`config.mk`:
```
export PLATFORM = sky130hd
export DESIGN_NAME = pddr_responder
export DESIGN_NICKNAME = d
export VERILOG_FILES = /design/src/rtl/pddr_responder.v /design/src/rtl/pddr_crc8.v
export VERILOG_INCLUDE_DIRS = /design/src /design/src/inc
export SDC_FILE = /design/constraint.sdc
export NUM_CORES = 1
export LEC_CHECK = 0
export BUFFER_PORTS_ARGS = -buffer_cell sky130_fd_sc_hd__clkbuf_2
export CAP_MARGIN = 15
export CORE_UTILIZATION = 61
export CTS_BUF_LIST = sky130_fd_sc_hd__clkbuf_16
export CTS_CLUSTER_DIAMETER = 100
export DETAILED_ROUTE_END_ITERATION = 6
export PLACE_DENSITY = 0.9
export SYNTH_ARGS = -nofsm -noshare
export SYNTH_HDL_FRONTEND = slang
export SYNTH_SLANG_ARGS = --single-unit
```
`constraint.sdc`:
```
create_clock -name CLOCK -period 11.8 [get_ports CLOCK]
set_input_delay 2.36 -clock CLOCK [delete_from_list [all_inputs] [get_ports CLOCK]]
set_output_delay 2.36 -clock CLOCK [all_outputs]
set_load 0.01 [all_outputs]
```
`src/inc/pddr_defines.vh`:
```
// constants for the periodic data and diagnostic responder
`ifndef PDDR_DEFINES_VH
`define PDDR_DEFINES_VH

// ==========================================================
// register byte offsets
`define PDDR_OFS_LOCK        12'h000
`define PDDR_OFS_TIMING2     12'h004
`define PDDR_OFS_SRC0        12'h008
`define PDDR_OFS_SRC1        12'h00C
`define PDDR_OFS_PHYS        12'h010
`define PDDR_OFS_STATUS      12'h014
`define PDDR_OFS_DIAGCMD     12'h018

// ==========================================================
// field positions
`define PDDR_LOCK_EOI_BIT    0
`define PDDR_TIM_DIAG_BIT    0
`define PDDR_TIM_FRAG_BIT    1
`define PDDR_SRC_ID_LSB      0
`define PDDR_SRC_FMT_LSB     4
`define PDDR_SRC_DTYPE_BIT   8
`define PDDR_FMT_ID_BIT      0
`define PDDR_FMT_KAC_BIT     1
`define PDDR_FMT_STAT_BIT    2

// ==========================================================
// reset values
`define PDDR_RST_TIMING2     2'h0
`define PDDR_RST_SRC         9'h000
`define PDDR_RST_PHYS        4'h0

// ==========================================================
// command lengths and frame sizes
`define PDDR_LEN_BCAST       6'h01
`define PDDR_LEN_FRAG2       6'h02
`define PDDR_LEN_FRAG4       6'h04
`define PDDR_DIAG_BITS       6'h20
`define PDDR_ID_W            4
`define PDDR_KAC_W           2
`define PDDR_STAT_W          4
`define PDDR_CRC_W           8

// ==========================================================
// check value and status codes
`define PDDR_POLY            8'h2F
`define PDDR_GLOBAL_ADDR     4'h0
`define PDDR_ST_NORMAL       4'h0
`define PDDR_ST_UNLOCKED     4'h1
`define PDDR_ST_SELFTEST     4'h2
`define PDDR_ST_OSC          4'h3
`define PDDR_ST_CLIP         4'h4
`define PDDR_ST_TEMP         4'h5

`endif

```
`src/rtl/pddr_responder.v`:
```
// periodic data and background diagnostic command responder
`timescale 1ns/1ps
`default_nettype none
`include "pddr_defines.vh"
module pddr_responder #(
    parameter        DATA_W    = 10,     // sensor data field width
    parameter [9:0]  ERR_CODE  = 10'h3FF, // data replaced under fault
    parameter [7:0]  CMD_SEED  = 8'hFF,  // seed for diagnostic command check
    parameter [7:0]  CMD_POLY  = 8'h2F   // polynomial for command check
) (
    input  wire        CLOCK,            // core clock, 10 MHz
    input  wire        NRST,             // asynchronous reset, active low
    input  wire        PSEL,             // apb select
    input  wire        PENABLE,          // apb access phase
    input  wire        PWRITE,           // apb direction
    input  wire [11:0] PADDR,            // apb byte address
    input  wire [31:0] PWDATA,           // apb write data
    output reg  [31:0] PRDATA,           // apb read data
    output reg         PREADY,           // apb transfer done
    output reg         PSLVERR,          // apb unmapped address
    input  wire        CMD_VALID,        // one cycle: decoded command ready
    input  wire [5:0]  CMD_LEN,          // command length in bits
    input  wire [31:0] CMD_BITS,         // command bits, last in bit 0
    input  wire        CMD_SLOT,         // source slot of this command
    input  wire [DATA_W-1:0] MEAS_MAIN,  // measurement for data type 0
    input  wire [DATA_W-1:0] MEAS_AUX,   // measurement for data type 1
    input  wire        USER_UNLOCKED,    // user array not locked
    input  wire        SELFTEST_INCOMPLETE, // self test not done
    input  wire        SELFTEST_RUNNING, // self test active
    input  wire        SELFTEST_FAIL,    // self test failed
    input  wire        OSC_TRAIN_ERR,    // oscillator training error
    input  wire        SIGNAL_CLIPPED,   // signal clip
    input  wire        OFFSET_ERR,       // offset error
    input  wire        TEMP_ERR,         // temperature error
    output reg         RESP_STB,         // one cycle: periodic frame ready
    output reg  [5:0]  RESP_LEN,         // frame length in bits
    output reg  [31:0] RESP_FRAME,       // frame, last bit in bit 0
    output reg         DIAG_STB,         // one cycle: valid 32 bit command
    output reg         DIAG_ERR,         // one cycle: bad 32 bit command
    output reg  [31:0] DIAG_WORD,        // last good assembled command
    output reg         ENABLED           // periodic mode running
);
    // ==========================================================
    // register map, one aligned word each
    //   0x00 lock: bit 0 end of init, set only, reset clears it
    //   0x04 timing: bit 0 diagnostic enable, bit 1 fragment size
    //        (0 gives 2 bit, 1 gives 4 bit fragments)
    //   0x08 slot 0 and 0x0C slot 1 source settings:
    //        [3:0] identifier, [6:4] frame format, [8] data type
    //   0x10 physical address matched by diagnostic commands
    //   0x14 read only: [3:0] status code, [5:4] slot 0 counter,
    //        [7:6] slot 1 counter, [13:8] bits assembled
    //   0x18 read only: last good diagnostic command
    //   other offsets: slave error, reads give zero
    //   writes to read only words are dropped without error
    //
    // command side: a line decoder ahead of this block hands over
    //   one command per strobe with its length and bits, the last
    //   received bit in bit 0; the slot picks the source whose
    //   settings and counter the answer uses
    // limitation: two source slots only
    // ==========================================================
    // register state
    reg        end_of_init_flag;          // device_lock_write_reg
    reg [1:0]  timing_config_two_reg;
    reg [8:0]  per_source_id_reg0;
    reg [8:0]  per_source_id_reg1;
    reg [3:0]  phys_addr;
    reg [1:0]  keep_alive_count0;
    reg [1:0]  keep_alive_count1;
    reg [31:0] asm_word;                  // diagnostic assembly
    reg [5:0]  asm_cnt;                   // bits assembled so far

    // timing settings
    wire diag_en = timing_config_two_reg[`PDDR_TIM_DIAG_BIT];
    wire diag_fragment_size_sel = timing_config_two_reg[`PDDR_TIM_FRAG_BIT];
    wire [5:0] frag_len = diag_fragment_size_sel ? `PDDR_LEN_FRAG4 : `PDDR_LEN_FRAG2;

    // ==========================================================
    // apb decode
    //   one wait state: the access edge stores a write or loads
    //   read data, ready follows and drops again a cycle later
    //   ready gates the access term, so each access acts once
    wire apb_access = PSEL & PENABLE & ~PREADY;
    wire apb_wr     = apb_access & PWRITE;
    reg         addr_hit;
    reg  [31:0] rd_mux;
    reg  [3:0]  status_code;

    // read mux and address decode
    //   unmapped reads return zero along with the slave error
    always @* begin
        addr_hit = 1'b1;
        rd_mux   = 32'h00000000;
        case (PADDR)
            `PDDR_OFS_LOCK:    rd_mux = {31'h00000000, end_of_init_flag};
            `PDDR_OFS_TIMING2: rd_mux = {30'h00000000, timing_config_two_reg};
            `PDDR_OFS_SRC0:    rd_mux = {23'h000000, per_source_id_reg0};
            `PDDR_OFS_SRC1:    rd_mux = {23'h000000, per_source_id_reg1};
            `PDDR_OFS_PHYS:    rd_mux = {28'h0000000, phys_addr};
            `PDDR_OFS_STATUS:  rd_mux = {18'h00000, asm_cnt, keep_alive_count1,
                                         keep_alive_count0, status_code};
            `PDDR_OFS_DIAGCMD: rd_mux = DIAG_WORD;
            default:           addr_hit = 1'b0;
        endcase
    end

    // one wait state answer, error on unmapped address
    //   read data holds until the next read
    always @(posedge CLOCK or negedge NRST) begin
        if (!NRST) begin
            PREADY  <= 1'b0;
            PRDATA  <= 32'h00000000;
            PSLVERR <= 1'b0;
        end else begin
            PREADY  <= apb_access;
            PSLVERR <= apb_access & ~addr_hit;
            if (apb_access && !PWRITE)
                PRDATA <= rd_mux;
        end
    end

    // register writes; end of init only sets, reset clears it
    //   software cannot clear end of init, so periodic mode stays
    //   on once started
    //   bit 7 of a source word is stored but has no use
    always @(posedge CLOCK or negedge NRST) begin
        if (!NRST) begin
            end_of_init_flag      <= 1'b0;
            timing_config_two_reg <= `PDDR_RST_TIMING2;
            per_source_id_reg0    <= `PDDR_RST_SRC;
            per_source_id_reg1    <= `PDDR_RST_SRC;
            phys_addr             <= `PDDR_RST_PHYS;
        end else if (apb_wr) begin
            case (PADDR)
                `PDDR_OFS_LOCK:
                    if (PWDATA[`PDDR_LOCK_EOI_BIT])
                        end_of_init_flag <= 1'b1;
                `PDDR_OFS_TIMING2: timing_config_two_reg <= PWDATA[1:0];
                `PDDR_OFS_SRC0:    per_source_id_reg0 <= PWDATA[8:0];
                `PDDR_OFS_SRC1:    per_source_id_reg1 <= PWDATA[8:0];
                `PDDR_OFS_PHYS:    phys_addr <= PWDATA[3:0];
                default: ;
            endcase
        end
    end

    // ==========================================================
    // status code, smallest priority number wins
    //   numbers: temperature 11, clip or offset 12, oscillator 13,
    //   self test 14, unlocked 15, normal 16
    //   several flags can share one code, as the self test ones do
    //   codes 6 and 7 are reserved and never produced
    always @* begin
        if (TEMP_ERR)
            status_code = `PDDR_ST_TEMP;
        else if (SIGNAL_CLIPPED || OFFSET_ERR)
            status_code = `PDDR_ST_CLIP;
        else if (OSC_TRAIN_ERR)
            status_code = `PDDR_ST_OSC;
        else if (SELFTEST_INCOMPLETE || SELFTEST_RUNNING || SELFTEST_FAIL)
            status_code = `PDDR_ST_SELFTEST;
        else if (USER_UNLOCKED)
            status_code = `PDDR_ST_UNLOCKED;
        else
            status_code = `PDDR_ST_NORMAL;
    end

    // ==========================================================
    // command classification
    //   length 1: broadcast read, answered without any check
    //   length equal to the fragment size, diagnostics on: fragment
    //   other lengths get no frame; a 2 or 4 of the wrong size
    //   keeps the assembly, any other length drops it
    //   nothing is taken before end of init has been written
    wire is_bcast  = CMD_LEN == `PDDR_LEN_BCAST;
    wire is_frag   = diag_en && (CMD_LEN == frag_len);
    wire len_other = (CMD_LEN != `PDDR_LEN_FRAG2) && (CMD_LEN != `PDDR_LEN_FRAG4);
    wire cmd_take  = end_of_init_flag & CMD_VALID;
    wire do_resp   = cmd_take & (is_bcast | is_frag);
    wire do_clear  = cmd_take & (is_bcast | len_other);

    // next assembly word and count
    //   fragments enter msb first, so the first one ends in bit 31
    //   hazard: changing the fragment size mid command keeps the
    //   partial word; disable diagnostics first to drop it
    wire [31:0] next_asm = diag_fragment_size_sel ? {asm_word[27:0], CMD_BITS[3:0]}
                                                  : {asm_word[29:0], CMD_BITS[1:0]};
    wire [5:0]  next_cnt = asm_cnt + frag_len;
    wire        asm_full = cmd_take & is_frag & (next_cnt == `PDDR_DIAG_BITS);

    // command mode check of the assembled word: address and check value
    //   address must be this device's or the global one, and the
    //   last eight bits must match the check over the 24 before
    wire [7:0] cmd_crc;
    pddr_crc8 #(
        .POLY (CMD_POLY)
    ) u_cmd_crc (
        .seed (CMD_SEED),
        .msg  ({8'h00, next_asm[31:8]}),
        .len  (6'h18),
        .crc  (cmd_crc)
    );
    // accepted addresses
    wire addr_ok = (next_asm[31:28] == phys_addr) ||
                   (next_asm[31:28] == `PDDR_GLOBAL_ADDR);
    wire cmd_ok  = addr_ok && (cmd_crc == next_asm[7:0]);

    // diagnostic assembly
    //   a good word is held and strobed, a bad one only strobes the
    //   error; assembly restarts either way, and turning
    //   diagnostics off drops a partial word
    always @(posedge CLOCK or negedge NRST) begin
        if (!NRST) begin
            asm_word  <= 32'h00000000;
            asm_cnt   <= 6'h00;
            DIAG_STB  <= 1'b0;
            DIAG_ERR  <= 1'b0;
            DIAG_WORD <= 32'h00000000;
        end else begin
            DIAG_STB <= asm_full & cmd_ok;
            DIAG_ERR <= asm_full & ~cmd_ok;
            if (asm_full && cmd_ok)
                DIAG_WORD <= next_asm;
            if (do_clear || asm_full || !diag_en) begin
                asm_word <= 32'h00000000;
                asm_cnt  <= 6'h00;
            end else if (cmd_take && is_frag) begin
                asm_word <= next_asm;
                asm_cnt  <= next_cnt;
            end
        end
    end

    // ==========================================================
    // frame assembly for the addressed source
    //   first sent bit leftmost, right aligned in the word:
    //   [id 4] [keep alive 2] [status 4] [data DATA_W] [check 8]
    //   format bit 0 adds the id, bit 1 the counter, bit 2 status
    //   frames run from 18 to 28 bits with the default data width
    wire [8:0] src_reg = CMD_SLOT ? per_source_id_reg1 : per_source_id_reg0;
    wire [3:0] src_id  = src_reg[`PDDR_SRC_ID_LSB +: `PDDR_ID_W];
    wire [2:0] periodic_frame_format = src_reg[`PDDR_SRC_FMT_LSB +: 3];
    wire       data_type_select = src_reg[`PDDR_SRC_DTYPE_BIT];
    wire [1:0] kac_cur = CMD_SLOT ? keep_alive_count1 : keep_alive_count0;
    wire       stat_on = periodic_frame_format[`PDDR_FMT_STAT_BIT];

    // frame body under construction
    reg  [31:0] body;
    reg  [5:0]  body_len;
    reg  [DATA_W-1:0] data_val;

    // concatenate the enabled fields, msb first
    //   without a status field any fault swaps the data for the
    //   error code for as long as the fault lasts
    always @* begin
        body     = 32'h00000000;
        body_len = 6'h00;
        data_val = data_type_select ? MEAS_AUX : MEAS_MAIN;
        if (!stat_on && status_code != `PDDR_ST_NORMAL)
            data_val = ERR_CODE;
        if (periodic_frame_format[`PDDR_FMT_ID_BIT]) begin
            body     = {body[27:0], src_id};
            body_len = body_len + 6'd4;
        end
        if (periodic_frame_format[`PDDR_FMT_KAC_BIT]) begin
            body     = {body[29:0], kac_cur};
            body_len = body_len + 6'd2;
        end
        if (stat_on) begin
            body     = {body[27:0], status_code};
            body_len = body_len + 6'd4;
        end
        body     = (body << DATA_W) | {{(32-DATA_W){1'b0}}, data_val};
        body_len = body_len + DATA_W[5:0];
    end

    // periodic check value: seed of four zeros then source id
    //   the seed carries the slot's id even when the id field is
    //   off; eight zeros are shifted in after the message
    wire [7:0] frame_crc;
    pddr_crc8 #(
        .POLY (`PDDR_POLY)
    ) u_frame_crc (
        .seed ({4'h0, src_id}),
        .msg  (body),
        .len  (body_len),
        .crc  (frame_crc)
    );

    // response output and keep alive counters
    //   frame and length hold until the next frame, only the strobe
    //   pulses; a slot's counter steps after each of its frames and
    //   wraps from 3 to 0; enabled follows end of init a cycle late
    always @(posedge CLOCK or negedge NRST) begin
        if (!NRST) begin
            RESP_STB          <= 1'b0;
            RESP_LEN          <= 6'h00;
            RESP_FRAME        <= 32'h00000000;
            keep_alive_count0 <= 2'h0;
            keep_alive_count1 <= 2'h0;
            ENABLED           <= 1'b0;
        end else begin
            ENABLED  <= end_of_init_flag;
            RESP_STB <= do_resp;
            if (do_resp) begin
                RESP_FRAME <= {body[23:0], frame_crc};
                RESP_LEN   <= body_len + 6'd8;
                if (CMD_SLOT)
                    keep_alive_count1 <= keep_alive_count1 + 2'h1;
                else
                    keep_alive_count0 <= keep_alive_count0 + 2'h1;
            end
        end
    end
endmodule // pddr_responder
`default_nettype wire

```
`src/rtl/pddr_crc8.v`:
```
// serial eight bit check value over a right aligned message
`timescale 1ns/1ps
`default_nettype none
module pddr_crc8 #(
    parameter [7:0] POLY = 8'h2F
) (
    input  wire [7:0]  seed,  // preset value
    input  wire [31:0] msg,   // message, last bit in bit 0
    input  wire [5:0]  len,   // message length in bits
    output reg  [7:0]  crc    // resulting check value
);
    integer i;
    reg     fb;

    // ==========================================================
    // shift message msb first, then eight zeros
    always @* begin
        crc = seed;
        fb  = 1'b0;
        for (i = 31; i >= 0; i = i - 1) begin
            if (i < len) begin
                fb  = crc[7];
                crc = {crc[6:0], msg[i]} ^ (fb ? POLY : 8'h00);
            end
        end
        for (i = 0; i < 8; i = i + 1) begin
            fb  = crc[7];
            crc = {crc[6:0], 1'b0} ^ (fb ? POLY : 8'h00);
        end
    end
endmodule // pddr_crc8
`default_nettype wire

```
### Word-level counts from Yosys, hierarchy flattened

Index checks and enable logic that the tools add are counted.
Widths: inputs -> output; s select.

* register bits after elaboration: 173
* bits in latches: 0
* RAM bits: 0
* ROM bits: 0
* bits of input ports: 117
* output and inout bits: 108
* word-level logic and storage cells: 311
* memories kept: 0

* $add $sub $neg: 7
* multiply operators: 0
* div/mod/pow operators: 0
* $lt $le $gt $ge: 32
* equal/unequal tests: 13
* shifts and indexed selects: 0
* mux-type cells: 123
* bitwise operators: 89
* reductions and logical operators: 28

Operators with widths (count)
* $xor 8x8->8: 67
* $mux 6: 73
* $mux 8: 31
* $pmux 32 s7: 1
* $lt 5x6->1 const A: 16
* $mux 30: 2
* $lt 4x6->1 const A: 8
* $eq 12x5->1 const B: 3
* $mux 32: 1
* $or 32x10->32: 1
* $eq 12x4->1 const B: 2
* $lt 3x6->1 const A: 4
* $mux 22: 1
* $mux 10: 2
* $not 5->5: 3
* $add 6x4->6 const B: 2
* $eq 12x3->1 const B: 1
* $logic_not 12->1: 1
* $lt 1x6->1 const A: 2
* $lt 2x6->1 const A: 2
* $mux 3: 4
* $reduce_and 2->1: 6
* $and 1x1->1: 11
* $mux 9: 1
* 26 further kinds: 47

### Longest topological paths before layout

Gate-level depths: netlist of the first run.

* word-level depth: 119
* mapped depth: 25

### Cells and area by module

From an unflattened synthesis of the first run, not the netlist that was laid out.

* cells, all modules: 3061
* area total of the unflattened synthesis: 23870.4 um^2

Modules (own cells, without submodules)
* pddr_crc8: instances 2, cells each 1179, area each 7816.2 um^2, seq. area each 0.0 um^2
* pddr_responder: instances 1, cells each 703, area each 8237.9 um^2, seq. area each 4179.0 um^2

### Worst setup path after synthesis of the first run

OpenSTA, ideal clock, no wires.

* path type: input-to-reg
* start point: input CMD_SLOT
* end point: register RESP_FRAME[3]
* library setup time: 69 ps
* data arrival time: 8029 ps
* data required time: 11731 ps
* setup slack: 3702 ps
* stages: 25
* path buffers: 6
* cell sequence: buf_2 buf_2 buf_2 mux2i_1 inv_1 fa_1 buf_2 and4_1 buf_2 nor2_1 a211o_1 and3_1 or2_1 buf_2 xnor3_1 a221oi_4 xnor2_1 or3_1 o21ai_0 a31oi_1 xnor2_1 xnor2_1 xnor3_1 or3_1 nand3_1

* cells in the longest elaborated chain, start to end: 91
* elaborated cells between the ends (all ways): 157
* those cells by class: add/sub: 3; order compare: 32; mux: 80; bitwise: 40; reduce/logical: 2

RTL lines
* start: declaration: RTL line pddr_responder.v:24 `input wire CMD_SLOT,`
* $mux 9 (*): RTL line pddr_responder.v:241 `wire [8:0] src_reg = CMD_SLOT ? per_source_id_reg1 : per_source_id_reg0;`
* $mux 3: RTL line pddr_responder.v:262 `` if (periodic_frame_format[`PDDR_FMT_ID_BIT]) begin ``
* $add 6x2->6: RTL line pddr_responder.v:268 `body_len = body_len + 6'd2;`
* $mux 6: RTL line pddr_responder.v:266 `` if (periodic_frame_format[`PDDR_FMT_KAC_BIT]) begin ``
* $add 6x3->6: RTL line pddr_responder.v:272 `body_len = body_len + 6'd4;`
* $mux 6 (*): RTL line pddr_responder.v:270 `if (stat_on) begin`
* $add 6x4->6 (*): RTL line pddr_responder.v:275 `body_len = body_len + DATA_W[5:0];`
* net body_len[2]: RTL line pddr_responder.v:250 `reg [5:0] body_len;`
* [... 71 more ...]
* $mux 6 / $xor 8x8->8 (equally long branches): RTL line pddr_crc8.v:23 `crc = {crc[6:0], msg[i]} ^ (fb ? POLY : 8'h00);`
* $xor 8x8->8 / $mux 8 (equally long branches): RTL line pddr_crc8.v:23, pddr_crc8.v:21
* $mux 8 (*): RTL line pddr_crc8.v:21 `if (i < len) begin`
* $xor 8x8->8 (*) (2 in series): RTL line pddr_crc8.v:28 `crc = {crc[6:0], 1'b0} ^ (fb ? POLY : 8'h00);`
* $mux 6 / $xor 8x8->8 (equally long branches): RTL line pddr_crc8.v:28
* $xor 8x8->8 (*) (3 in series): RTL line pddr_crc8.v:28
* $mux 6 / $xor 8x8->8 (equally long branches): RTL line pddr_crc8.v:28
* $xor 8x8->8 (*) (3 in series): RTL line pddr_crc8.v:28
* end signal: assignment: RTL line pddr_responder.v:307 `RESP_FRAME <= {body[23:0], frame_crc};`
* end: declaration: RTL line pddr_responder.v:37 `output reg [31:0] RESP_FRAME,`

Mark *: on every way through the listed nets, which the timed path passes. The rest lies on a longest branch.
A chain may end at the register's enable or synchronous reset.

### Worst setup path in the final report of the first run

* start point: input CMD_SLOT
* end point: register RESP_FRAME[3]

* cells in the longest elaborated chain, start to end: 91
* elaborated cells between the ends (all ways): 157
* those cells by class: add/sub: 3; order compare: 32; mux: 80; bitwise: 40; reduce/logical: 2

RTL lines (RTL line)
* $mux 9: pddr_responder.v:241
* $mux 3: pddr_responder.v:262
* $add 6x2->6: pddr_responder.v:268
* $mux 6: pddr_responder.v:266
* $add 6x3->6: pddr_responder.v:272
* $mux 6: pddr_responder.v:270
* $add 6x4->6: pddr_responder.v:275
* $lt 5x6->1: pddr_crc8.v:21
* [... 70 more ...]
* $mux 6 / $xor 8x8->8 (equally long branches): pddr_crc8.v:23
* $xor 8x8->8 / $mux 8 (equally long branches): pddr_crc8.v:23, pddr_crc8.v:21
* $mux 8 (*): pddr_crc8.v:21
* $xor 8x8->8 (*) (2 in series): pddr_crc8.v:28
* $mux 6 / $xor 8x8->8 (equally long branches): pddr_crc8.v:28
* $xor 8x8->8 (*) (3 in series): pddr_crc8.v:28
* $mux 6 / $xor 8x8->8 (equally long branches): pddr_crc8.v:28
* $xor 8x8->8 (*) (3 in series): pddr_crc8.v:28

Mark *: on every way between the ends. The rest lies on a longest branch, timed or not.

==> results of run 1 <==
critical path, stage by stage:
cell and delay (ns):
clkbuf_2 0.48, mux2i_1 0.67, inv_1 0.31, fa_1 0.89, nand2_1 0.32, xnor2_2 0.20, o311ai_4 0.57, a21oi_1 0.13
or2_1 0.35, xnor3_1 0.40, a221oi_4 0.43, xnor2_1 0.19, or3_1 0.36, o21ai_0 0.08, a31oi_1 0.10, xnor2_1 0.31
xnor2_1 0.18, xnor3_1 0.35, or3_1 0.32, nand3_1 0.09
worst paths after layout:
kind | endpoint | depth (start not counted) | slack, ns
setup / recovery | RESP_FRAME[3] | 20 | 3.06
hold / removal | ENABLED | 0 | 0.45
setup reg to reg | RESP_FRAME[3] | 19 | 5.14
hold reg to reg | ENABLED | 0 | 0.45
max in group asynchronous | timing_config_two_reg[1] | 2 | 8.27
min in group asynchronous | PRDATA[22] | 1 | 1.99
through the flow:
step,hold WS [ns],util,setup slack [ns]
after detailed placement,0.439,0.683,2.82
after CTS,0.454,0.715,3.24
after floorplan,0.391,-,3.70
after global placement,0.426,0.683,2.98
after global routing,0.493,0.715,2.72
final,0.452,0.715,3.06
metal layers:
layer	GRT usage	up-vias	share of wire
met5	0	-	0
met4	0.111	0	0.023
met3	0.0578	65	0.077
met2	0.504	461	0.47
met1	0.443	4537	0.43
li1	-	4253	-
cells in the final DEF, fill, tap and decap left out, drive strengths merged, types with 15 or more instances in the layout:
cell type / n
dfrtp: 167
a211oi: 23
xnor2: 123
nand2: 122
a21oi: 39
clkbuf: 184
xor2: 56
mux2i: 92
o21ai: 33
nor2: 123
nand3: 41
buf: 15
inv: 34
mux2: 52
area by class of cell:
type	count	area share
sequential	167	0.336
inverter	32	0.00965
multi-input combinational	881	0.511
tap	225	0.0226
clock buffer	17	0.0342
timing repair buffer	182	0.0765
clock inverter	13	0.0107
power breakdown:
group / internal (mW) / switching [mW] / leakage, nW
Sequential: 0.575 / 0.00222 / 2.22
Clock: 0.308 / 0.232 / 0.266
Combinational: 0.0185 / 0.0351 / 3.36
kinds of logic (layout without fill, tap and decap cells):
kind of cell               count (synthesis)  after routing
adders and majority gates                  7              7
buffers and inverters                    104            244
AOI/OAI and AO/OA                        193            193
other                                      1              5
muxes                                    145            145
DFF                                      167            167
and+or+nand+nor                          349            349
xor gates and xnor gates                 182            182
==> metrics.md, run 1 <==
| Metric | Value |
|---|---|
| Status | `finished, final reports clean` |
| Clk_skew | `between 0.01 and 0.015 ns` |
| Placed Instances | `1487` |
| Io pins | `between 200 and 250` |
| Max H-tree Level | `4` |
| Hold WC Path Type | `reg2reg` |
| Startpoint types | `input port` |
| Port-buffer cells | `168` |
| Placed Area | `approximately 0.012 mm²` |
| Post-synthesis cell area | `0.0110 mm²` |
| # DRC | `0` |
| Final hold vios | `0` |
| Biggest regs | `DIAG_WORD (32), PRDATA (32), asm_word (30)` |
| Clk buf depth | `2` |
| Via-per-instance ratio | `around 6.1` |
| GRT Util Overall | `0.320` |
| Layout Cells excl Fill | `1517` |
| Synth Area in Compound Gates | `0.128` |
| RSZ-0062 raised after global routing | `false` |
| Area of the die | `between 0.015 and 0.02 mm²` |
| Final Setup Violations | `0` |
| Post-synth EDFFs | `0` |
| Max-cap viol count | `0` |
| Synth top area cells | `dfrtp_1, xnor2_1, mux2i_1, mux2_2, xor2_1` |
| Critical setup path kind | `in2reg` |
| Fillcell total | `1287` |
| Biggest area consumer among synthesized cells | `dfrtp_1` |
| Post-synth top cells | `dfrtp_1, nor2_1, nand2_1, xnor2_1, mux2i_1` |
| Largest net degree at the start of global routing | `91` |
| Antenna violations before repair | `0` |
| Sequential share of the synthesized area | `0.381` |
| N_diodes | `0` |
| # Post-CTS Setup Buffers | `0` |
| Simple-Gate Fraction of Synth Area | `0.141` |
| Tmin final | `8.74 ns` |
| Crit end category | `flip-flop` |
| Fraction of layout cells with a size suffix above 1 | `0.225` |
| Post_cts resized | `0` |
| First-pass GRT wire length | `around 46 mm` |
| Synth top area share | `0.381` |
| Adder-cell share of the synthesized area | `0.00936` |
| Die Wd | `around 140 µm` |
| Register Area | `0.00418 mm²` |
| Proportion of synthesized flip-flops having asynchronous set or reset | `1.00` |
| TritonRoute pass-1 iters | `5` |
| CP required | `between 10 and 15 ns` |
| Num rows | `48` |
| Worst hold start | `end_of_init_flag` |
| Leakage power | `between 5 and 6 nW` |
| Worst Path Max Fanout | `36` |
| Syn avg cell area | `around 9.6 µm²` |
| Wirelength, routed | `29.2 mm` |
| Data arrival, critical path | `about 9 ns` |
| Initial core utilization | `0.630` |
| Setup TNS Final | `0 ns` |
| CTS tree | `done` |
| Top-count cell post-synth | `dfrtp_1` |
| Final Instance Area | `0.0125 mm²` |
| Largest family of logic cells by synthesized area | `XOR/XNOR gates` |
| Clock Tree Root | `clkbuf_16` |
| Remaining Overflow, GRT | `0` |
| Multi-input logic area | `between 0.006 and 0.007 mm²` |
| Synth-to-layout area growth | `13.6%` |
| Antenna Violating Nets Remaining | `0` |
| Gate count of the mapped netlist | `between 1000 and 1500` |
| Cts bufs inserted | `17` |
| Power per Cell Area | `~94 mW/mm²` |
| Sink Count | `167` |
| R2R Path Start | `per_source_id_reg1[6]` |
| Total power | `1.17 mW` |
| Final nets | `1405` |
| Final period util | `0.740` |
| Crit path from | `CMD_SLOT` |
| Max Freq | `around 110 MHz` |
| Synth cell types | `80` |
| VDD IR max | `between 0.1 and 0.15 mV` |
| 1st-iter DRT viols | `~1000` |
| Routed length per instance | `around 19 µm` |
| Clock slew at reported path FFs | `~0.07 ns` |
| Final HPWL DP | `roughly 21 mm` |
| Vias in the first global route | `roughly 9000` |
| Max Slew Vio Count | `0` |
| Synth Area in XOR/XNOR | `0.155` |
| Placer Congestion | `0.916` |
| Later-pin clock latency in the skew report | `0.44 ns` |
| Fraction of synthesized area in multiplexers | `0.144` |
| Slew of the pin with the lowest slew margin | `1.16 ns` |
| Die Ht | `between 100 and 150 µm` |
| Core area | `between 0.015 and 0.02 mm²` |
| Slew margin rel. | `0.228` |
| Cts hold-fix bufs | `0` |
| Register bit total from synthesis | `about 170` |
| DR vias | `9316` |
| Most common flop cell mapped by yosys | `dfrtp_1` |
| Synth warn | `0` |
Power figures use the tool's default switching activity.
==> run 2: changes to the inputs <==
Settings changed: CORE_UTILIZATION 61 to 51, PLACE_DENSITY 0.9 to 0.81.
Clock period 11.8 ns to 7.4 ns, I/O delays scaled along.
==> run 2 against run 1 <==
Effect of this change:
- flip-flop and latch count unchanged
- critical path depth unchanged
- via count decreased by 2.2%
- clock skew increased by 0.0036 ns
- wire length decreased by 0.28%
- combinational power increased by 59%
- die area increased by 19%
- power increased by 62%
- highest routed layer unchanged
- sequential share of layout area decreased by 0.51 points
- first-iteration DRC count decreased by 7.2%
- clock-buffer cell count unchanged
==> metrics.md, run 2 (synthesis gave the netlist of run 1 again) <==
| Metric | Value |
|---|---|
| Cts bufs inserted | `17 (unchanged)` |
| Layout Utilization | `0.602 (was 0.715)` |
| Reg-to-reg endpoint | `DIAG_WORD[27] (was RESP_FRAME[3])` |
| Max-cap viol count | `0 (unchanged)` |
| Crit end category | `flip-flop (unchanged)` |
| Layout Cells excl Fill | `1576 (was 1517)` |
| Final Setup Violations | `0 (unchanged)` |
| Routed length per instance | `18.5 µm (was 19.3 µm)` |
| TritonRoute pass-1 iters | `5 (unchanged)` |
| Power per Cell Area | `150 mW/mm² (was 94.0 mW/mm²)` |
| Placed Instances | `1544 (was 1487)` |
| R2R setup slack | `1.39 ns (was 5.14 ns)` |
| Initial core utilization | `0.522 (was 0.630)` |
| Final hold slack | `0.467 ns (was 0.452 ns)` |
| Final period util | `0.906` |
| Biggest regs | `DIAG_WORD (32), PRDATA (32), asm_word (30) (unchanged)` |
| Antenna violations before repair | `0 (unchanged)` |
| CP required | `7.77 ns (was 12.16 ns)` |
| Die Wd | `149 µm (was 136 µm)` |
| Critical setup path kind | `in2reg (unchanged)` |
| Net Sw Power | `0.500 mW (was 0.270 mW)` |
| Final HPWL DP | `21.4 mm (was 21.0 mm)` |
| # Post-CTS Setup Buffers | `0 (unchanged)` |
| Final worst slack | `0.696 ns (was 3.06 ns)` |
| Clk buf depth | `2 (unchanged)` |
| Leakage power | `5.90 nW (was 5.84 nW)` |
| Clk_skew | `0.0143 ns (was 0.0107 ns)` |
| R2R Path Start | `timing_config_two_reg[1] (was per_source_id_reg1[6])` |
| Status | `finished, final reports clean (unchanged)` |
| Hold WC Path Type | `reg2reg (unchanged)` |
| Cts hold-fix bufs | `0 (unchanged)` |
| GRT Util Overall | `0.271 (was 0.320)` |
| Num rows | `53 (was 48)` |
| Later-pin clock latency in the skew report | `0.44 ns (about the same)` |
| CTS tree | `done (unchanged)` |
| Crit path from | `CMD_SLOT (unchanged)` |
| Final Instance Area | `0.0126 mm² (was 0.0125 mm²)` |
| Post_cts resized | `0 (unchanged)` |
| Clock share of power | `0.472 (was 0.461)` |
| Final hold vios | `0 (unchanged)` |
| Setup crit end | `RESP_FRAME[3] (unchanged)` |
| Int Power | `1.40 mW (was 0.901 mW)` |
| Synth-to-layout area growth | `15.3% (was 13.6%)` |
| RSZ-0062 raised after global routing | `false (unchanged)` |
| Slew margin rel. | `0.298 (was 0.228)` |
| Io pins | `225 (unchanged)` |
| N_diodes | `0 (unchanged)` |
| Data arrival, critical path | `7.07 ns (was 9.10 ns)` |
| Slew of the pin with the lowest slew margin | `1.05 ns (was 1.16 ns)` |
| Max Slew Vio Count | `0 (unchanged)` |
| Largest net degree at the start of global routing | `97 (was 91)` |
| Sink Count | `167 (unchanged)` |
| Total power | `1.90 mW (was 1.17 mW)` |
| Clock Tree Root | `clkbuf_16 (unchanged)` |
| 1st-iter DRT viols | `916 (was 987)` |
| Port-buffer cells | `168 (unchanged)` |
| Antenna Violating Nets Remaining | `0 (unchanged)` |
| Max H-tree Level | `4 (unchanged)` |
| # DRC | `0 (unchanged)` |
| Core area | `0.0210 mm² (was 0.0174 mm²)` |
| Net Sw Frac | `0.263 (was 0.230)` |
| Final nets | `1412 (was 1405)` |
| Comb power frac | `0.045 (was 0.046)` |
| DR vias | `9112 (was 9316)` |
| Remaining Overflow, GRT | `0 (unchanged)` |
| Setup TNS Final | `0 ns (unchanged)` |
| Wirelength, routed | `29.2 mm (about the same)` |
| Commonest cells after routing, fill and taps aside | `clkbuf_2, dfrtp_1, nor2_1 (unchanged)` |
| VDD IR max | `0.156 mV (was 0.112 mV)` |
| Dpl ws | `0.305 ns (was 2.82 ns)` |
| Worst Path Max Fanout | `9 (was 36)` |
| Commonest non-fill, non-tap cell in the layout | `clkbuf_2 (unchanged)` |
| Reg2reg path depth | `15 (was 19)` |
| Tmin final | `6.70 ns` |
| Area of the die | `0.0221 mm² (was 0.0185 mm²)` |
| Placed Area | `0.0120 mm² (was 0.0119 mm²)` |
| Vias in the first global route | `8672 (was 8824)` |
| Sequential share of power | `0.484 (was 0.493)` |
| Die Ht | `149 µm (was 136 µm)` |
| Max Freq | `~150 MHz` |
| Startpoint types | `input port (unchanged)` |
| Fraction of layout cells with a size suffix above 1 | `0.234 (was 0.225)` |
| Placer Congestion | `0.947 (was 0.916)` |
| Via-per-instance ratio | `5.78 (was 6.14)` |
| Clock slew at reported path FFs | `0.07 ns (about the same)` |
| First-pass GRT wire length | `46.7 mm (was 45.9 mm)` |
run 2: worst min path at each step:
stage / start / to / slack [ns] / depth (start not counted)
after floorplan: end_of_init_flag / ENABLED / 0.39 / 0
after global placement: end_of_init_flag / ENABLED / 0.44 / 0
after detailed placement: RESP_LEN[4] / RESP_LEN[4] / 0.45 / 1
after CTS: RESP_LEN[4] / RESP_LEN[4] / 0.47 / 1
after global routing: end_of_init_flag / ENABLED / 0.48 / 0
final: RESP_LEN[4] / RESP_LEN[4] / 0.47 / 1
run 2: worst max-delay path, cell delays in order:
cell,delay (ns)
clkbuf_2,0.16
mux2i_1,0.39
inv_1,0.23
fa_1,0.63
nand2_1,0.13
xnor2_2,0.25
o311ai_4,0.53
and3_1,0.25
or2_1,0.21
xnor3_1,0.38
a221oi_4,0.41
xnor2_1,0.21
or3_1,0.37
o21ai_0,0.08
a31oi_1,0.10
xnor2_1,0.32
xnor2_1,0.18
xnor3_1,0.34
or3_1,0.32
nand3_1,0.09
run 2: area by class of cell:
cell class	instances	area, µm²
repair buffers	189	1020
clock buffers	17	425
well taps	275	344
multi-input cells	881	6380
fillers	1784	8380
flip-flops and latches	167	4180
inverters	32	120
clock inverters	15	181
run 2: metal layers:
layer	global-route usage	routed length, µm	vias to the layer above	part of all wire
li1	-	-	4262	-
met1	0.388	13400	4472	0.46
met2	0.425	13500	342	0.46
met3	0.0402	1840	36	0.063
met4	0.0763	419	0	0.014
met5	0	0	-	0
run 2: power groups by stage:
| stage | Combinational (mW) | Sequential (mW) | Clock, mW |
|---|---|---|---|
| global route | 0.0954 | 0.920 | 0.942 |
| detailed placement | 0.0853 | 0.937 | 0 |
| floorplan | 0.0336 | 0.938 | 0 |
| global placement | 0.0831 | 0.937 | 0 |
| CTS | 0.0859 | 0.919 | 0.905 |
| finish | 0.0850 | 0.920 | 0.897 |
==> run 3: changes to the inputs <==
Settings changed: REMOVE_ABC_BUFFERS from default to 1.
==> run 3 against run 2 <==
Effect of this change:
- worst hold slack got worse by 0.0024 ns
- critical path type unchanged
- power down 3.9%
- maximum frequency up 2.3%
- first-iteration DRC count is 12% lower
- cell area down 0.53%
- sequential share of layout area is 0.18 points higher
- flip-flop and latch count did not move
- clock power shrank 8.4%
- via count is 1.3% lower
- global-route usage is 0.89 points lower
- non-clock buffer count grew 4
- register-to-register slack improved by 0.28 ns
==> metrics.md, run 3 (synthesis gave the netlist of run 1 again) <==
| Metric | Value |
|---|---|
| TritonRoute pass-1 iters | `5 (unchanged)` |
| Sink Count | `167 (unchanged)` |
| Crit end category | `flip-flop (unchanged)` |
| # Post-CTS Setup Buffers | `0 (unchanged)` |
| Biggest regs | `DIAG_WORD (32), PRDATA (32), asm_word (30) (unchanged)` |
| Commonest non-fill, non-tap cell in the layout | `clkbuf_2 (unchanged)` |
| Leakage power | `5.89 nW (was 5.90 nW)` |
| Area of the die | `0.0221 mm² (unchanged)` |
| Max Slew Vio Count | `0 (unchanged)` |
| Later-pin clock latency in the skew report | `0.44 ns (about the same)` |
| Power per Cell Area | `145 mW/mm² (was 150 mW/mm²)` |
| RSZ-0062 raised after global routing | `false (unchanged)` |
| Crit path buf inv count | `3 (was 2)` |
| Vias in the first global route | `8658 (was 8672)` |
| CP required | `7.76 ns (was 7.77 ns)` |
| Clk buf depth | `2 (unchanged)` |
| Post_cts resized | `0 (unchanged)` |
| First-pass GRT wire length | `45.3 mm (was 46.7 mm)` |
| Slowest CP cell | `o221ai_1 (was fa_1)` |
| Final HPWL DP | `20.6 mm (was 21.4 mm)` |
| Max-cap viol count | `0 (unchanged)` |
| Wirelength, routed | `28.2 mm (was 29.2 mm)` |
| Die Wd | `149 µm (unchanged)` |
| Tmin final | `6.55 ns (was 6.70 ns)` |
| Sequential share of power | `0.503 (was 0.484)` |
| Commonest cells after routing, fill and taps aside | `clkbuf_2, dfrtp_1, nor2_1 (unchanged)` |
| Status | `finished, final reports clean (unchanged)` |
| DR vias | `8998 (was 9112)` |
| Fraction of layout cells with a size suffix above 1 | `0.233 (was 0.234)` |
| VDD IR max | `0.151 mV (was 0.156 mV)` |
| Port-buffer cells | `168 (unchanged)` |
| Final nets | `1416 (was 1412)` |
| Clock slew at reported path FFs | `0.07 ns (about the same)` |
| Antenna violations before repair | `0 (unchanged)` |
| Top delay family on crit path | `compound AO/OA/AOI/OAI gates (was XOR/XNOR gates)` |
| N_diodes | `0 (unchanged)` |
| Max H-tree Level | `4 (unchanged)` |
| Worst Path Max Fanout | `8 (was 9)` |
| Remaining Overflow, GRT | `0 (unchanged)` |
| Placer Congestion | `0.931 (was 0.947)` |
| Worst hold start | `PRDATA[26] (was RESP_LEN[4])` |
| Critical setup path kind | `in2reg (unchanged)` |
| Clk_skew | `0.0132 ns (was 0.0143 ns)` |
| CTS tree | `done (unchanged)` |
| Data arrival, critical path | `6.92 ns (was 7.07 ns)` |
| CP dominant cell by count | `xnor2_1 (unchanged)` |
| Cts hold-fix bufs | `0 (unchanged)` |
| Crit path from | `CMD_SLOT (unchanged)` |
| Slew margin rel. | `0.332 (was 0.298)` |
| Routed length per instance | `17.9 µm (was 18.5 µm)` |
| Largest stage delay on the critical path | `0.52 ns (was 0.63 ns)` |
| Num rows | `53 (unchanged)` |
| Core area | `0.0210 mm² (unchanged)` |
| Hold WC Path Type | `reg2reg (unchanged)` |
| Final hold slack | `0.465 ns (was 0.467 ns)` |
| Via-per-instance ratio | `5.70 (was 5.78)` |
| Startpoint types | `input port (unchanged)` |
| Net Sw Power | `0.451 mW (was 0.500 mW)` |
| Comb power frac | `0.047 (was 0.045)` |
| R2R Path Start | `per_source_id_reg1[6] (was timing_config_two_reg[1])` |
| Io pins | `225 (unchanged)` |
| Setup TNS Final | `0 ns (unchanged)` |
| Die Ht | `149 µm (unchanged)` |
| Initial core utilization | `0.522 (unchanged)` |
| Clock Tree Root | `clkbuf_16 (unchanged)` |
| Net Sw Frac | `0.247 (was 0.263)` |
| Int Power | `1.38 mW (was 1.40 mW)` |
| Antenna Violating Nets Remaining | `0 (unchanged)` |
| Largest net degree at the start of global routing | `88 (was 97)` |
| Synth-to-layout area growth | `14.7% (was 15.3%)` |
| Crit-path cells | `clkbuf_2, mux2i_1, inv_1, fa_1, buf_4, a22oi_1, a22oi_1, o221ai_1, xnor2_1, a21oi_1, nand2_1, and2_1, o2bb2ai_1, xnor2_1, xnor2_1, mux2i_1, xnor2_1, xnor2_1, xnor3_1, or3_1, nand3_1 (was clkbuf_2, mux2i_1, inv_1, fa_1, nand2_1, xnor2_2, o311ai_4, and3_1, or2_1, xnor3_1, a221oi_4, xnor2_1, or3_1, o21ai_0, a31oi_1, xnor2_1, xnor2_1, xnor3_1, or3_1, nand3_1)` |
| 1st-iter DRT viols | `806 (was 916)` |
| Clock share of power | `0.450 (was 0.472)` |
| Final Setup Violations | `0 (unchanged)` |
| Final period util | `0.886 (was 0.906)` |
| Max Freq | `153 MHz (was 149 MHz)` |
| Cts bufs inserted | `17 (unchanged)` |
| GRT Util Overall | `0.262 (was 0.271)` |
| Total power | `1.83 mW (was 1.90 mW)` |
| Slew of the pin with the lowest slew margin | `1.00 ns (was 1.05 ns)` |
| Final hold vios | `0 (unchanged)` |
| # DRC | `0 (unchanged)` |
run 3: routing by layer:
metal | up-vias | wire length (µm) | part of all wire | global-route usage
met2 | 344 | 12600 | 0.45 | 0.398
met5 | - | 0 | 0 | 0
li1 | 4270 | - | - | -
met1 | 4341 | 13200 | 0.47 | 0.379
met3 | 43 | 1720 | 0.061 | 0.0347
met4 | 0 | 655 | 0.023 | 0.0990
run 3: stage by stage:
| step | util | instances | instance area, µm² | setup WS, ns |
|---|---|---|---|---|
| after CTS | 0.598 | 1579 | 12600 | 0.945 |
| after detailed placement | 0.573 | 1548 | 12000 | 0.519 |
| after floorplan | - | 1080 | 10600 | 0.545 |
| after global placement | 0.573 | 1548 | 12000 | 0.589 |
| after global routing | 0.598 | 1579 | 12600 | 0.517 |
| final | 0.598 | 1579 | 12600 | 0.847 |
run 3: layout make-up:
| cell class | instances | area [µm²] |
|---|---|---|
| multi-input cells | 881 | 6370 |
| fillers | 1783 | 8440 |
| clock inverters | 14 | 103 |
| repair buffers | 193 | 1030 |
| flip-flops and latches | 167 | 4180 |
| inverters | 32 | 120 |
| well taps | 275 | 344 |
| clock buffers | 17 | 425 |
run 3: final timing paths:
path	endpoint	slack, ns	depth (start not counted)
hold reg to reg	PRDATA[26]	0.46	2
min in group asynchronous	asm_cnt[1]	1.08	1
setup reg to reg	RESP_FRAME[3]	1.67	20
setup / recovery	RESP_FRAME[3]	0.85	21
max in group asynchronous	RESP_FRAME[1]	4.77	2
hold / removal	PRDATA[26]	0.46	2
run 3: power groups by stage:
| stage | clock network, mW | logic (mW) | registers, mW |
|---|---|---|---|
| 3_3_place_gp | 0 | 0.0845 | 0.937 |
| 4_1_cts | 0.834 | 0.0870 | 0.920 |
| 3_5_place_dp | 0 | 0.0868 | 0.937 |
| 2_1_floorplan | 0 | 0.0266 | 0.938 |
| 5_1_grt | 0.874 | 0.0960 | 0.920 |
| 6_report | 0.822 | 0.0860 | 0.920 |
run 3: tightest hold or removal path, delay by kind of cell (launching register included):
kind	cells	cell delay [ns]
and+or+nand+nor	2	0.10
DFF	1	0.34
